`src/tcw_pkg.sv`:
```
package tcw_pkg;
    // the timer always runs from the oscillator divided by this
    localparam int unsigned OSC_DIV = 32;
    localparam int unsigned PRE_W = $clog2(OSC_DIV);
    localparam logic [PRE_W-1:0] PRE_LAST = PRE_W'(OSC_DIV - 1);
    // timebase periods in oscillator periods
    localparam int unsigned TB_SHORT_OSC = 8000;
    localparam int unsigned TB_LONG_OSC = 16000;
    localparam int unsigned CNT_W = 8;
    localparam logic [CNT_W-1:0] CNT_WRAP = CNT_W'(TB_SHORT_OSC / OSC_DIV - 1);
    localparam logic [CNT_W-1:0] CNT_RST = 8'h00;
    // register indices and their byte addresses
    localparam int unsigned ADDR_W = 8;
    localparam logic [ADDR_W-1:0] CTRL_IDX = 8'h0b;
    localparam logic [ADDR_W-1:0] CAPT_IDX = 8'h0c;
    localparam logic [ADDR_W-1:0] CTRL_ADDR = ADDR_W'(CTRL_IDX * 4);
    localparam logic [ADDR_W-1:0] CAPT_ADDR = ADDR_W'(CAPT_IDX * 4);
    // control/status field positions
    localparam int unsigned B_CAP_IE = 7;
    localparam int unsigned B_CAP_FLAG = 6;
    localparam int unsigned B_TB_SEL = 5;
    localparam int unsigned B_TB_IE = 4;
    localparam int unsigned B_TB_FLAG = 3;
    localparam int unsigned B_WDOG_RF = 2;
    localparam int unsigned B_WDOG_EN = 1;
    localparam int unsigned B_WDOG_DLY = 0;
    localparam logic [7:0] CTRL_RST = 8'h00;
    localparam logic [7:0] CAPT_RST = 8'h00;
    localparam logic [1:0] RESP_OKAY = 2'h0;
    localparam logic [1:0] RESP_DECERR = 2'h3;

    typedef struct packed {
        logic [ADDR_W-1:0] awaddr;
        logic awvalid;
        logic [31:0] wdata;
        logic [3:0] wstrb;
        logic wvalid;
        logic bready;
        logic [ADDR_W-1:0] araddr;
        logic arvalid;
        logic rready;
    } tcw_axil_req_t;

    typedef struct packed {
        logic awready;
        logic wready;
        logic [1:0] bresp;
        logic bvalid;
        logic arready;
        logic [31:0] rdata;
        logic [1:0] rresp;
        logic rvalid;
    } tcw_axil_rsp_t;
endpackage

```
`src/tcw_sync.sv`:
```
`timescale 1ns/1ns
module tcw_sync
#(
    parameter logic RST_VAL = 1'b0
)
(
    input wire logic clk_sys_i,
    input wire logic resetn_i,
    input wire logic async_i,
    output logic level_o
);
    logic s1;
    logic s2;
    logic s3;

    always_ff @(posedge clk_sys_i or negedge resetn_i)
    begin
        if (!resetn_i)
        begin
            s1 <= RST_VAL;
            s2 <= RST_VAL;
            s3 <= RST_VAL;
        end
        else
        begin
            s1 <= async_i;
            s2 <= s1;
            s3 <= s2;
        end
    end

    // a change counts only once the two later stages agree
    always_ff @(posedge clk_sys_i or negedge resetn_i)
    begin
        if (!resetn_i)
            level_o <= RST_VAL;
        else if (s2 == s3)
            level_o <= s3;
    end
endmodule

```
`src/tcw_timer.sv`:
```
// The AXI4-Lite slave port is this design's own decision.
`timescale 1ns/1ns
// What this block does
// - free-running 8-bit counter is common timebase
// - period select picks 8000 or 16000 oscillator periods
// - timebase flag set at end of selected period (every second overflow when long), read clears
// - timebase interrupt only while its enable set
// - capture interrupt only while its enable set
// - capture flag set on capture, capture read clears
// - either pin edge copies counter while flag clear
// - capture register read-only, zero after reset
// - writing one to reset flag forces watchdog reset
// - reset flag set by watchdog, cleared by detector/software
// - watchdog runs only while enabled
// - delay bit set by software, cleared each period
// - period end without refresh resets the device
// - watchdog enabled by hardware option or software
// - optional watchdog reset on halt instruction
// - enabled capture interrupt can wake from halt
// - timer clocked from oscillator divided by 32
// - capture interrupt has its own request line
// - timebase interrupt on separate lower-priority line
module tcw_timer
#(
    parameter int unsigned WDOG_PERIOD_OVF = 8
)
(
    input wire logic clk_sys_i,
    input wire logic resetn_i,
    input wire tcw_pkg::tcw_axil_req_t s_axil_req_i,
    output tcw_pkg::tcw_axil_rsp_t s_axil_rsp_o,
    input wire logic capture_input_pin_i,
    input wire logic cfg_wdog_hw_enable_i,
    input wire logic cfg_wdog_halt_reset_i,
    input wire logic halt_exec_i,
    input wire logic low_voltage_detector_reset_i,
    output logic irq_capture_o,
    output logic irq_timebase_o,
    output logic halt_wake_o,
    output logic wdog_reset_o
);
    import tcw_pkg::*;

    localparam int unsigned WCNT_W = $clog2(WDOG_PERIOD_OVF + 1);
    localparam logic [WCNT_W-1:0] WCNT_LAST = WCNT_W'(WDOG_PERIOD_OVF - 1);

    logic [PRE_W-1:0] pre;
    logic tick;
    logic [CNT_W-1:0] cnt;
    logic ovf;
    logic tb_half;
    logic tb_event;
    logic cap_ie;
    logic cap_flag;
    logic tb_sel;
    logic tb_ie;
    logic tb_flag;
    logic wdog_rf;
    logic rf_read_seen;
    logic wdog_en_sw;
    logic wdog_delay;
    logic wdog_on;
    logic [WCNT_W-1:0] wcnt;
    logic wdog_end;
    logic dly_set;
    logic wdog_rst_evt;
    logic opt_done;
    logic opt_wdog_hw;
    logic opt_halt_rst;
    logic [CNT_W-1:0] capt;
    logic pin_level;
    logic pin_prev;
    logic [4:0] pin_armed;
    logic cap_evt;
    logic aw_held;
    logic w_held;
    logic [ADDR_W-1:0] aw_addr;
    logic [31:0] w_data;
    logic [3:0] w_strb;
    logic bvalid;
    logic [1:0] bresp;
    logic rvalid;
    logic [1:0] rresp;
    logic [31:0] rdata;
    logic wr_fire;
    logic wr_ctrl;
    logic rd_fire;
    logic rd_ctrl;
    logic rd_capt;
    logic [7:0] ctrl_view;

    // options are caught once, on the first edge after reset release
    always_ff @(posedge clk_sys_i or negedge resetn_i)
    begin
        if (!resetn_i)
        begin
            opt_done <= 1'b0;
            opt_wdog_hw <= 1'b0;
            opt_halt_rst <= 1'b0;
        end
        else if (!opt_done)
        begin
            opt_done <= 1'b1;
            opt_wdog_hw <= cfg_wdog_hw_enable_i;
            opt_halt_rst <= cfg_wdog_halt_reset_i;
        end
    end

    assign tick = (pre == PRE_LAST);

    always_ff @(posedge clk_sys_i or negedge resetn_i)
    begin
        if (!resetn_i)
            pre <= '0;
        else
            pre <= pre + 1'b1;
    end

    assign ovf = tick && (cnt == CNT_WRAP);

    always_ff @(posedge clk_sys_i or negedge resetn_i)
    begin
        if (!resetn_i)
            cnt <= CNT_RST;
        else if (ovf)
            cnt <= CNT_RST;
        else if (tick)
            cnt <= cnt + 1'b1;
    end

    // long period takes every second overflow
    assign tb_event = ovf && (!tb_sel || tb_half);

    always_ff @(posedge clk_sys_i or negedge resetn_i)
    begin
        if (!resetn_i)
            tb_half <= 1'b0;
        else if (ovf)
            tb_half <= !tb_half;
    end

    tcw_sync #(.RST_VAL(1'b0)) u_pin_sync
    (
        .clk_sys_i(clk_sys_i),
        .resetn_i(resetn_i),
        .async_i(capture_input_pin_i),
        .level_o(pin_level)
    );

    // edges count only once the synchroniser holds the real pin level,
    // so a pin resting high at reset release does not fake a capture
    always_ff @(posedge clk_sys_i or negedge resetn_i)
    begin
        if (!resetn_i)
        begin
            pin_prev <= 1'b0;
            pin_armed <= '0;
        end
        else
        begin
            pin_prev <= pin_level;
            pin_armed <= {pin_armed[3:0], 1'b1};
        end
    end

    // both edges, only while flag clear
    assign cap_evt = pin_armed[4] && (pin_level != pin_prev) && !cap_flag;

    always_ff @(posedge clk_sys_i or negedge resetn_i)
    begin
        if (!resetn_i)
            capt <= CAPT_RST;
        else if (cap_evt)
            capt <= cnt;
    end

    // set wins over the clearing read
    always_ff @(posedge clk_sys_i or negedge resetn_i)
    begin
        if (!resetn_i)
            cap_flag <= CTRL_RST[B_CAP_FLAG];
        else if (cap_evt)
            cap_flag <= 1'b1;
        else if (rd_capt)
            cap_flag <= 1'b0;
    end

    always_ff @(posedge clk_sys_i or negedge resetn_i)
    begin
        if (!resetn_i)
            tb_flag <= CTRL_RST[B_TB_FLAG];
        else if (tb_event)
            tb_flag <= 1'b1;
        else if (rd_ctrl)
            tb_flag <= 1'b0;
    end

    // plain software bits
    always_ff @(posedge clk_sys_i or negedge resetn_i)
    begin
        if (!resetn_i)
        begin
            cap_ie <= CTRL_RST[B_CAP_IE];
            tb_sel <= CTRL_RST[B_TB_SEL];
            tb_ie <= CTRL_RST[B_TB_IE];
            wdog_en_sw <= CTRL_RST[B_WDOG_EN];
        end
        else if (wr_ctrl)
        begin
            cap_ie <= w_data[B_CAP_IE];
            tb_sel <= w_data[B_TB_SEL];
            tb_ie <= w_data[B_TB_IE];
            wdog_en_sw <= w_data[B_WDOG_EN];
        end
    end

    // hardware option forces the watchdog on
    assign wdog_on = opt_wdog_hw || wdog_en_sw;
    assign wdog_end = ovf && (wcnt == WCNT_LAST);
    assign dly_set = wr_ctrl && w_data[B_WDOG_DLY];

    // period count runs only while enabled
    always_ff @(posedge clk_sys_i or negedge resetn_i)
    begin
        if (!resetn_i)
            wcnt <= '0;
        else if (!wdog_on || wdog_end)
            wcnt <= '0;
        else if (ovf)
            wcnt <= wcnt + 1'b1;
    end

    // a refresh landing on the period end counts for the next one
    always_ff @(posedge clk_sys_i or negedge resetn_i)
    begin
        if (!resetn_i)
            wdog_delay <= CTRL_RST[B_WDOG_DLY];
        else if (dly_set)
            wdog_delay <= 1'b1;
        else if (wdog_end)
            wdog_delay <= 1'b0;
    end

    assign wdog_rst_evt = (wr_ctrl && w_data[B_WDOG_RF])
        || (wdog_on && wdog_end && !wdog_delay)
        || (opt_halt_rst && halt_exec_i);

    always_ff @(posedge clk_sys_i or negedge resetn_i)
    begin
        if (!resetn_i)
            wdog_reset_o <= 1'b0;
        else
            wdog_reset_o <= wdog_rst_evt;
    end

    // clear by software only after a status read
    always_ff @(posedge clk_sys_i or negedge resetn_i)
    begin
        if (!resetn_i)
        begin
            wdog_rf <= CTRL_RST[B_WDOG_RF];
            rf_read_seen <= 1'b0;
        end
        else if (wdog_rst_evt)
        begin
            wdog_rf <= 1'b1;
            rf_read_seen <= 1'b0;
        end
        else if (low_voltage_detector_reset_i)
        begin
            wdog_rf <= 1'b0;
            rf_read_seen <= 1'b0;
        end
        else if (wr_ctrl && rf_read_seen)
        begin
            wdog_rf <= 1'b0;
            rf_read_seen <= 1'b0;
        end
        else if (rd_ctrl)
            rf_read_seen <= 1'b1;
    end

    assign irq_capture_o = cap_ie && cap_flag;
    assign irq_timebase_o = tb_ie && tb_flag;
    // capture or timebase request wakes the core from halt
    assign halt_wake_o = irq_capture_o || irq_timebase_o;

    always_comb
    begin
        ctrl_view = CTRL_RST;
        ctrl_view[B_CAP_IE] = cap_ie;
        ctrl_view[B_CAP_FLAG] = cap_flag;
        ctrl_view[B_TB_SEL] = tb_sel;
        ctrl_view[B_TB_IE] = tb_ie;
        ctrl_view[B_TB_FLAG] = tb_flag;
        ctrl_view[B_WDOG_RF] = wdog_rf;
        ctrl_view[B_WDOG_EN] = wdog_on;
        ctrl_view[B_WDOG_DLY] = wdog_delay;
    end

    // bus write side: address and data may arrive in either order
    assign wr_fire = aw_held && w_held && !bvalid;
    assign wr_ctrl = wr_fire && (aw_addr == CTRL_ADDR) && w_strb[0];

    always_ff @(posedge clk_sys_i or negedge resetn_i)
    begin
        if (!resetn_i)
        begin
            aw_held <= 1'b0;
            aw_addr <= '0;
        end
        else if (wr_fire)
            aw_held <= 1'b0;
        else if (s_axil_req_i.awvalid && !aw_held && !bvalid)
        begin
            aw_held <= 1'b1;
            aw_addr <= s_axil_req_i.awaddr;
        end
    end

    always_ff @(posedge clk_sys_i or negedge resetn_i)
    begin
        if (!resetn_i)
        begin
            w_held <= 1'b0;
            w_data <= '0;
            w_strb <= '0;
        end
        else if (wr_fire)
            w_held <= 1'b0;
        else if (s_axil_req_i.wvalid && !w_held && !bvalid)
        begin
            w_held <= 1'b1;
            w_data <= s_axil_req_i.wdata;
            w_strb <= s_axil_req_i.wstrb;
        end
    end

    always_ff @(posedge clk_sys_i or negedge resetn_i)
    begin
        if (!resetn_i)
        begin
            bvalid <= 1'b0;
            bresp <= RESP_OKAY;
        end
        else if (wr_fire)
        begin
            bvalid <= 1'b1;
            bresp <= (aw_addr == CTRL_ADDR || aw_addr == CAPT_ADDR) ? RESP_OKAY : RESP_DECERR;
        end
        else if (s_axil_req_i.bready)
            bvalid <= 1'b0;
    end

    // bus read side: reads carry the flag-clearing side effects
    assign rd_fire = s_axil_req_i.arvalid && !rvalid;
    assign rd_ctrl = rd_fire && (s_axil_req_i.araddr == CTRL_ADDR);
    assign rd_capt = rd_fire && (s_axil_req_i.araddr == CAPT_ADDR);

    always_ff @(posedge clk_sys_i or negedge resetn_i)
    begin
        if (!resetn_i)
        begin
            rvalid <= 1'b0;
            rresp <= RESP_OKAY;
            rdata <= '0;
        end
        else if (rd_fire)
        begin
            rvalid <= 1'b1;
            rresp <= (rd_ctrl || rd_capt) ? RESP_OKAY : RESP_DECERR;
            rdata <= rd_ctrl ? {24'h000000, ctrl_view}
                : (rd_capt ? {24'h000000, capt} : 32'h00000000);
        end
        else if (s_axil_req_i.rready)
            rvalid <= 1'b0;
    end

    always_comb
    begin
        s_axil_rsp_o.awready = !aw_held && !bvalid;
        s_axil_rsp_o.wready = !w_held && !bvalid;
        s_axil_rsp_o.bresp = bresp;
        s_axil_rsp_o.bvalid = bvalid;
        s_axil_rsp_o.arready = !rvalid;
        s_axil_rsp_o.rdata = rdata;
        s_axil_rsp_o.rresp = rresp;
        s_axil_rsp_o.rvalid = rvalid;
    end
endmodule

```
`config.mk`:
```
export PLATFORM = sky130hd
export DESIGN_NAME = tcw_timer
export DESIGN_NICKNAME = d
export VERILOG_FILES = /design/src/tcw_pkg.sv /design/src/tcw_sync.sv /design/src/tcw_timer.sv
export SDC_FILE = /design/constraint.sdc
export NUM_CORES = 1
export LEC_CHECK = 0
export BUFFER_PORTS_ARGS = -buffer_cell sky130_fd_sc_hd__buf_2
export CAP_MARGIN = 15
export CORE_MARGIN = 5
export CORE_UTILIZATION = 35
export DETAILED_ROUTE_END_ITERATION = 10
export PLACE_DENSITY = 0.55
export SLEW_MARGIN = 20
export SYNTH_ARGS = -nofsm -noshare
export SYNTH_HDL_FRONTEND = slang
export SYNTH_HIERARCHICAL = 1
export SYNTH_SLANG_ARGS = --single-unit
```
`constraint.sdc`:
```
create_clock -name clk_sys_i -period 3.42 [get_ports clk_sys_i]
set_input_delay 0.684 -clock clk_sys_i [delete_from_list [all_inputs] [get_ports clk_sys_i]]
set_output_delay 0.684 -clock clk_sys_i [all_outputs]
set_load 0.02 [all_outputs]
```
==> impl_metrics.toml, run 1 <==
[power_and_ir_drop]
p_total_w = 0.00229
p_leak_nw = 1.93
vdd_ir_drop_max_mv = 0.360
power_density_nw_per_um2 = 592

[cts]
ctsRootBufferMaster = "clkbuf_8"
htree_levels = 3
clockBufferDepth = 2
cts.clk_slew.worst_paths_ns = 0.07
hold_buffers = 0
numCtsBuffers = 9
clock_latency_ns = 0.34
cts.sinks = 77
cts_resized = 0
cts_tree = "done"
post_cts_buffers = 0

[setup_path]
cp-end-kind = "register"
arrival_ns = 2.34
setup.worst_path.end = "cnt[0]"
crit_path_start_kind = "register"
r2r-end = "cnt[0]"
critPathKind = "register to register"
path_cells = "ha_1, and3_1, ha_1, and3_1, nor2_1, mux2_2"
crit_slowest_cell = "and3_1"
critical_path.max_fanout = 12
crit_required_ns = 3.64
crit_start = "pre[0]"
reg2reg_from = "pre[0]"
worstRegToRegCells = 6
critPathMaxStageDelay_ns = 0.52
r2r_setup_slack_ns = 1.30

[routing]
wirelength_met1_um = 2840
drc = 0
wl_met3_um = 456
wl_per_cell_um = 13.5
wirelength_um = 6320
wl_met2_um = 2940
routed.top_layer = "met4"
via_per_inst = 4.53
antenna_left = 0
first_pass_iters = 4
drtIter0Drc = 66
vias = 2117

[yosys]
async_flop_share_pct = 100
ys_types = 43
seq_area_frac_synth_pct = 57.5
synthCells = 278
ys_warn_count = 6
synth_ff_type = "dfrtp_1"
synth_area_per_cell_um2 = 12.0
synth-seq-cells = 77
syn_area_um2 = 3350
synth_edf_count = 0

[timing]
slew_headroom_pct = 55.5
finalSetupViolCount = 0
final_hold_viol_count = 0
maxSlewViolCount = 0
clock.fmax_mhz = 472
timing.hold.ws_ns = 0.257
finalSetupTns_ns = 0
rsz0062_at_grt = "false"
min_period_over_period_pct = 62.0
skew_ns = 0.00998
period_needed_ns = 2.12
tightest_slew_ns = 0.663

[placed_design]
port_buffers = 55
hpwl_um = 4470
gp_congestion = 0.779

[cells_and_area]
nets = 403
area_growth_pct = 15.7
fill_cells = 899
final-seq-area_um2 = 1930
diodes = 0
multi_input_area_um2 = 1240
drive_gt1_share_pct = 31.1

[run]
drv_cap = 0

[grt]
grt_max_degree = 78
globalRouteOverflowTotal = 0
grt_pass1_wl_um = 10600
gr-usage-all-layers_pct = 11.7
grt_pass1_vias = 2128
antenna_found_initial = 0

[die]
die_w_um = 108
die_h_um = 108
initial_core_util_pct = 36.1
dieArea_um2 = 11600
core_um2 = 9280
rows = 35
ios = 109

[worst_hold_path]
hold_class = "primary input to async pin"

[status]
outcome = "finished clean"
[logic make-up (layout without fill, tap and decap cells)]
family	after synthesis	count (layout)	synth area share, %
DFF	77	77	57.5
and+or+nand+nor	76	76	13.0
buffers and inverters	42	79	7.92
AOI/OAI and AO/OA	36	36	6.87
muxes	28	28	9.41
xor gates and xnor gates	11	11	2.88
adders and majority gates	6	6	2.20
other	2	25	0.224
[worst min-delay path by stage]
stage / start / end / slack, ns
global placement: pin_armed[2] / pin_armed[3] / 0.34
finish: resetn_i / pre[0] / 0.26
global route: resetn_i / pre[4] / 0.26
floorplan: pin_armed[1] / pin_armed[2] / 0.33
detailed placement: pin_armed[2] / pin_armed[3] / 0.33
CTS: pin_armed[2] / pin_armed[3] / 0.35
[placed cells by master (no fill, tap or decap), types with 3 or more instances in the layout]
cell / instances
o21ai_0: 15
nand4_1: 6
dfrtp_1: 77
o31ai_1: 3
nor2_1: 12
buf_2: 54
a22oi_1: 8
ha_1: 5
mux2_2: 28
clkbuf_8: 9
nand3_1: 4
and3_1: 5
inv_1: 7
conb_1: 25
and2_1: 4
xor2_1: 9
nand2_1: 26
[layout make-up]
class	instances	share of cell area [%]
well taps	129	4.16
inverters	7	0.678
repair buffers	57	8.07
multi-input cells	182	32.1
flip-flops and latches	77	49.7
clock buffers	11	3.39
clock inverters	4	1.90
[flip-flops by register name (all words and copies together) (netlist names), 4 cells and up]
signal and flops:
aw_addr 8, capt 8, cnt 8, pin_armed 5
pre 5, rdata 8, w_data 6, wcnt 4
[power by group]
part           internal, W  switching, W
sequential         0.00105     0.0000990
combinational     0.000199      0.000224
clock             0.000408      0.000312
[metrics by stage]
step	utilization, %	std cells	instance area, µm²	worst slack (ns)
floorplan	-	301	3440	1.40
global placement	39.2	451	3640	1.11
detailed placement	39.2	451	3640	1.10
CTS	41.5	466	3850	1.27
global route	41.8	467	3880	1.11
finish	41.8	467	3880	1.30
[cell usage after synthesis (all sizes together) (4+ instances only)]
cell,instances,area [µm²]
dfrtp,77,1930
buf,30,220
mux2,28,315
nand2,26,97.6
o21ai,15,75.1
nor2,12,45.0
xor2,9,78.8
a22oi,8,60.1
inv,7,26.3
nand4,6,37.5
and3,5,31.3
clkbuf,5,18.8
ha,5,62.6
and2,4,25.0
nand3,4,20.0
[layer usage]
layer	up-vias	GRT usage [%]
li1	1022	-
met4	0	3.52
met2	69	18.3
met5	-	0
met3	6	4.26
met1	1020	15.1
[critical path, delay by kind of cell, from the launching register on]
kind / cells / cell delay, ns
AND/OR/NAND/NOR: 3 / 0.77
multiplexers: 1 / 0.27
flip-flops: 1 / 0.38
adder cells (fa/ha/maj): 2 / 0.59
Note: power is estimated with default switching activity, not from simulation.
==> run 2: changes to the inputs <==
- ABC_AREA: default -> 1
- PLACE_DENSITY: 0.55 -> 0.54
- clock period: 3.42 -> 2.1 ns (I/O delays scaled with it)
==> impl_metrics.toml, run 2 <==
[setup_path]
cp-end-kind = "register"
crit_path_start_kind = "register"
r2r-end = "wcnt[3]"
crit_required_ns = 2.37
worstRegToRegCells = 10
reg2reg_from = "pre[0]"
arrival_ns = 2.08
critPathKind = "register to register"
r2r_setup_slack_ns = 0.29
critical_path.max_fanout = 13

[timing]
finalSetupTns_ns = 0
min_period_over_period_pct = 86.0
rsz0062_at_grt = "false"
skew_ns = 0.00968
worst_slack_ns = 0.294
clock.fmax_mhz = 554
maxSlewViolCount = 0
timing.hold.ws_ns = 0.00117
period_needed_ns = 1.81
tightest_slew_ns = 0.640
slew_headroom_pct = 57.3
final_hold_viol_count = 0
finalSetupViolCount = 0

[cts]
ctsRootBufferMaster = "clkbuf_8"
cts.sinks = 77
clock_latency_ns = 0.34
cts_resized = 0
hold_buffers = 0
cts.clk_slew.worst_paths_ns = 0.08
clockBufferDepth = 2
post_cts_buffers = 0
numCtsBuffers = 9
cts_tree = "done"
htree_levels = 3

[cells_and_area]
final_cell_mix = "77 x dfrtp_1, 73 x nand2_1, 54 x buf_2"
utilization_pct = 40.2
drive_gt1_share_pct = 26.4
final_common_cell = "dfrtp_1"
area_growth_pct = 14.2
diodes = 0
fill_cells = 1056
nets = 500

[routing]
drtIter0Drc = 102
via_per_inst = 4.43
wirelength_um = 6750
wl_per_cell_um = 11.8
drc = 0
vias = 2532
first_pass_iters = 4
antenna_left = 0

[grt]
grt_max_degree = 48
globalRouteOverflowTotal = 0
busiest_layer = "met2"
use_met1_pct = 15.0
grt_util_met2_pct = 18.3
antenna_found_initial = 0
grt_pass1_vias = 2532
grt_use_met3_pct = 3.93
grt_pass1_wl_um = 11800
gr-usage-all-layers_pct = 11.6

[placed_design]
hpwl_um = 5020
gp_congestion = 0.766
dp_slack_ns = 0.285
port_buffers = 55

[yosys]
syn_area_um2 = 3590
async_flop_share_pct = 100
ys_types = 35
synthCells = 374
yosys-top-cells-area = "dfrtp_1 54%, nand2_1 7.6%, buf_4 6.1%, nand3_1 4.9%, inv_1 3.6%"
yosys.cell_count.top_type = "dfrtp_1"
seq_area_frac_synth_pct = 53.7
synth_ff_type = "dfrtp_1"
ys_warn_count = 6
synthTopCellsByCount = "77 x dfrtp_1, 73 x nand2_1, 35 x nand3_1"
synth_area_per_cell_um2 = 9.60
synth_top_area_share_pct = 53.7
synth-seq-cells = 77
synth_edf_count = 0
yosys.area.top_type = "dfrtp_1"

[die]
die_h_um = 111
core_um2 = 10200
die_w_um = 111
ios = 109
dieArea_um2 = 12400
rows = 37
initial_core_util_pct = 35.2

[status]
outcome = "finished clean"

[power_and_ir_drop]
vdd_ir_drop_max_mv = 0.426
p_leak_nw = 2.10
power_density_nw_per_um2 = 926

[worst_hold_path]
hold_class = "primary input to async pin"

[run]
drv_cap = 0
-- run 2: cell types whose count changed after synthesis, sizes merged, moves of 4 or more --
cell    previous run  this run
nand2             26        81
nand3              4        37
inv                7        38
nor2              12        37
mux2              28        13
a21oi              2        11
a22oi              8         0
o21ai             15        21
xor2               9         3
and3               5         0
clkbuf             5         0
and2               4         0
buf               30        34
-- run 2: critical path: stages (launching register included) --
cell and delay [ns]:
dfrtp_1 0.38, ha_1 0.19, nand2_1 0.06, nor2_1 0.09, ha_1 0.33, nand2_2 0.11
nor2_4 0.12, nand2_4 0.14, o21ai_1 0.15, nand3_1 0.08, nor2_1 0.09
-- run 2: power breakdown --
group,total [W],internal (W),switching (W)
combinational,0.000731,0.000297,0.000434
sequential,0.00186,0.00170,0.000151
clock,0.00121,0.000675,0.000536
total,0.00380,0.00268,0.00112
-- run 2: worst max-delay path by stage --
stage                      start            to  slack (ns)  cells after the start
after floorplan           pre[0]       wdog_rf        0.54                     11
after global placement    pre[0]  rf_read_seen        0.33                     11
after detailed placement  pre[0]  rf_read_seen        0.29                     11
after CTS                 pre[0]        cnt[6]        0.26                     10
after global routing      pre[0]        cnt[6]        0.07                     10
final                     pre[0]       wcnt[3]        0.29                     10
-- run 2: area by class of cell --
type	count	area (µm²)	area share (%)
clock buffers	11	131	3.21
well taps	136	170	4.15
flip-flops and latches	77	1930	47.0
inverters	38	143	3.48
clock inverters	5	83.8	2.05
repair buffers	57	305	7.45
multi-input cells	248	1340	32.7
-- run 2: layer usage --
metal  up-vias  share of wire (%)
li1       1261                  -
met3         5                6.7
met1      1192                 46
met4         0                1.1
met2        74                 46
met5         -                  0
-- run 2: cells by family after synthesis --
| group | Yosys count | synth area share (%) |
|---|---|---|
| buffers and inverters | 72 | 11.4 |
| AO/OA/AOI/OAI | 34 | 5.16 |
| AND/OR/NAND/NOR | 167 | 22.2 |
| other | 2 | 0.209 |
| XOR/XNOR | 4 | 1.19 |
| multiplexers | 13 | 4.39 |
| flip-flops | 77 | 53.7 |
| adder cells (fa/ha/maj) | 5 | 1.74 |
-- run 2: through the flow --
stage	std cells	power, W	cell area (µm²)
floorplan	397	0.00246	3680
global placement	556	0.00261	3880
detailed placement	556	0.00263	3880
CTS	572	0.00386	4100
global route	572	0.00405	4100
finish	572	0.00380	4100
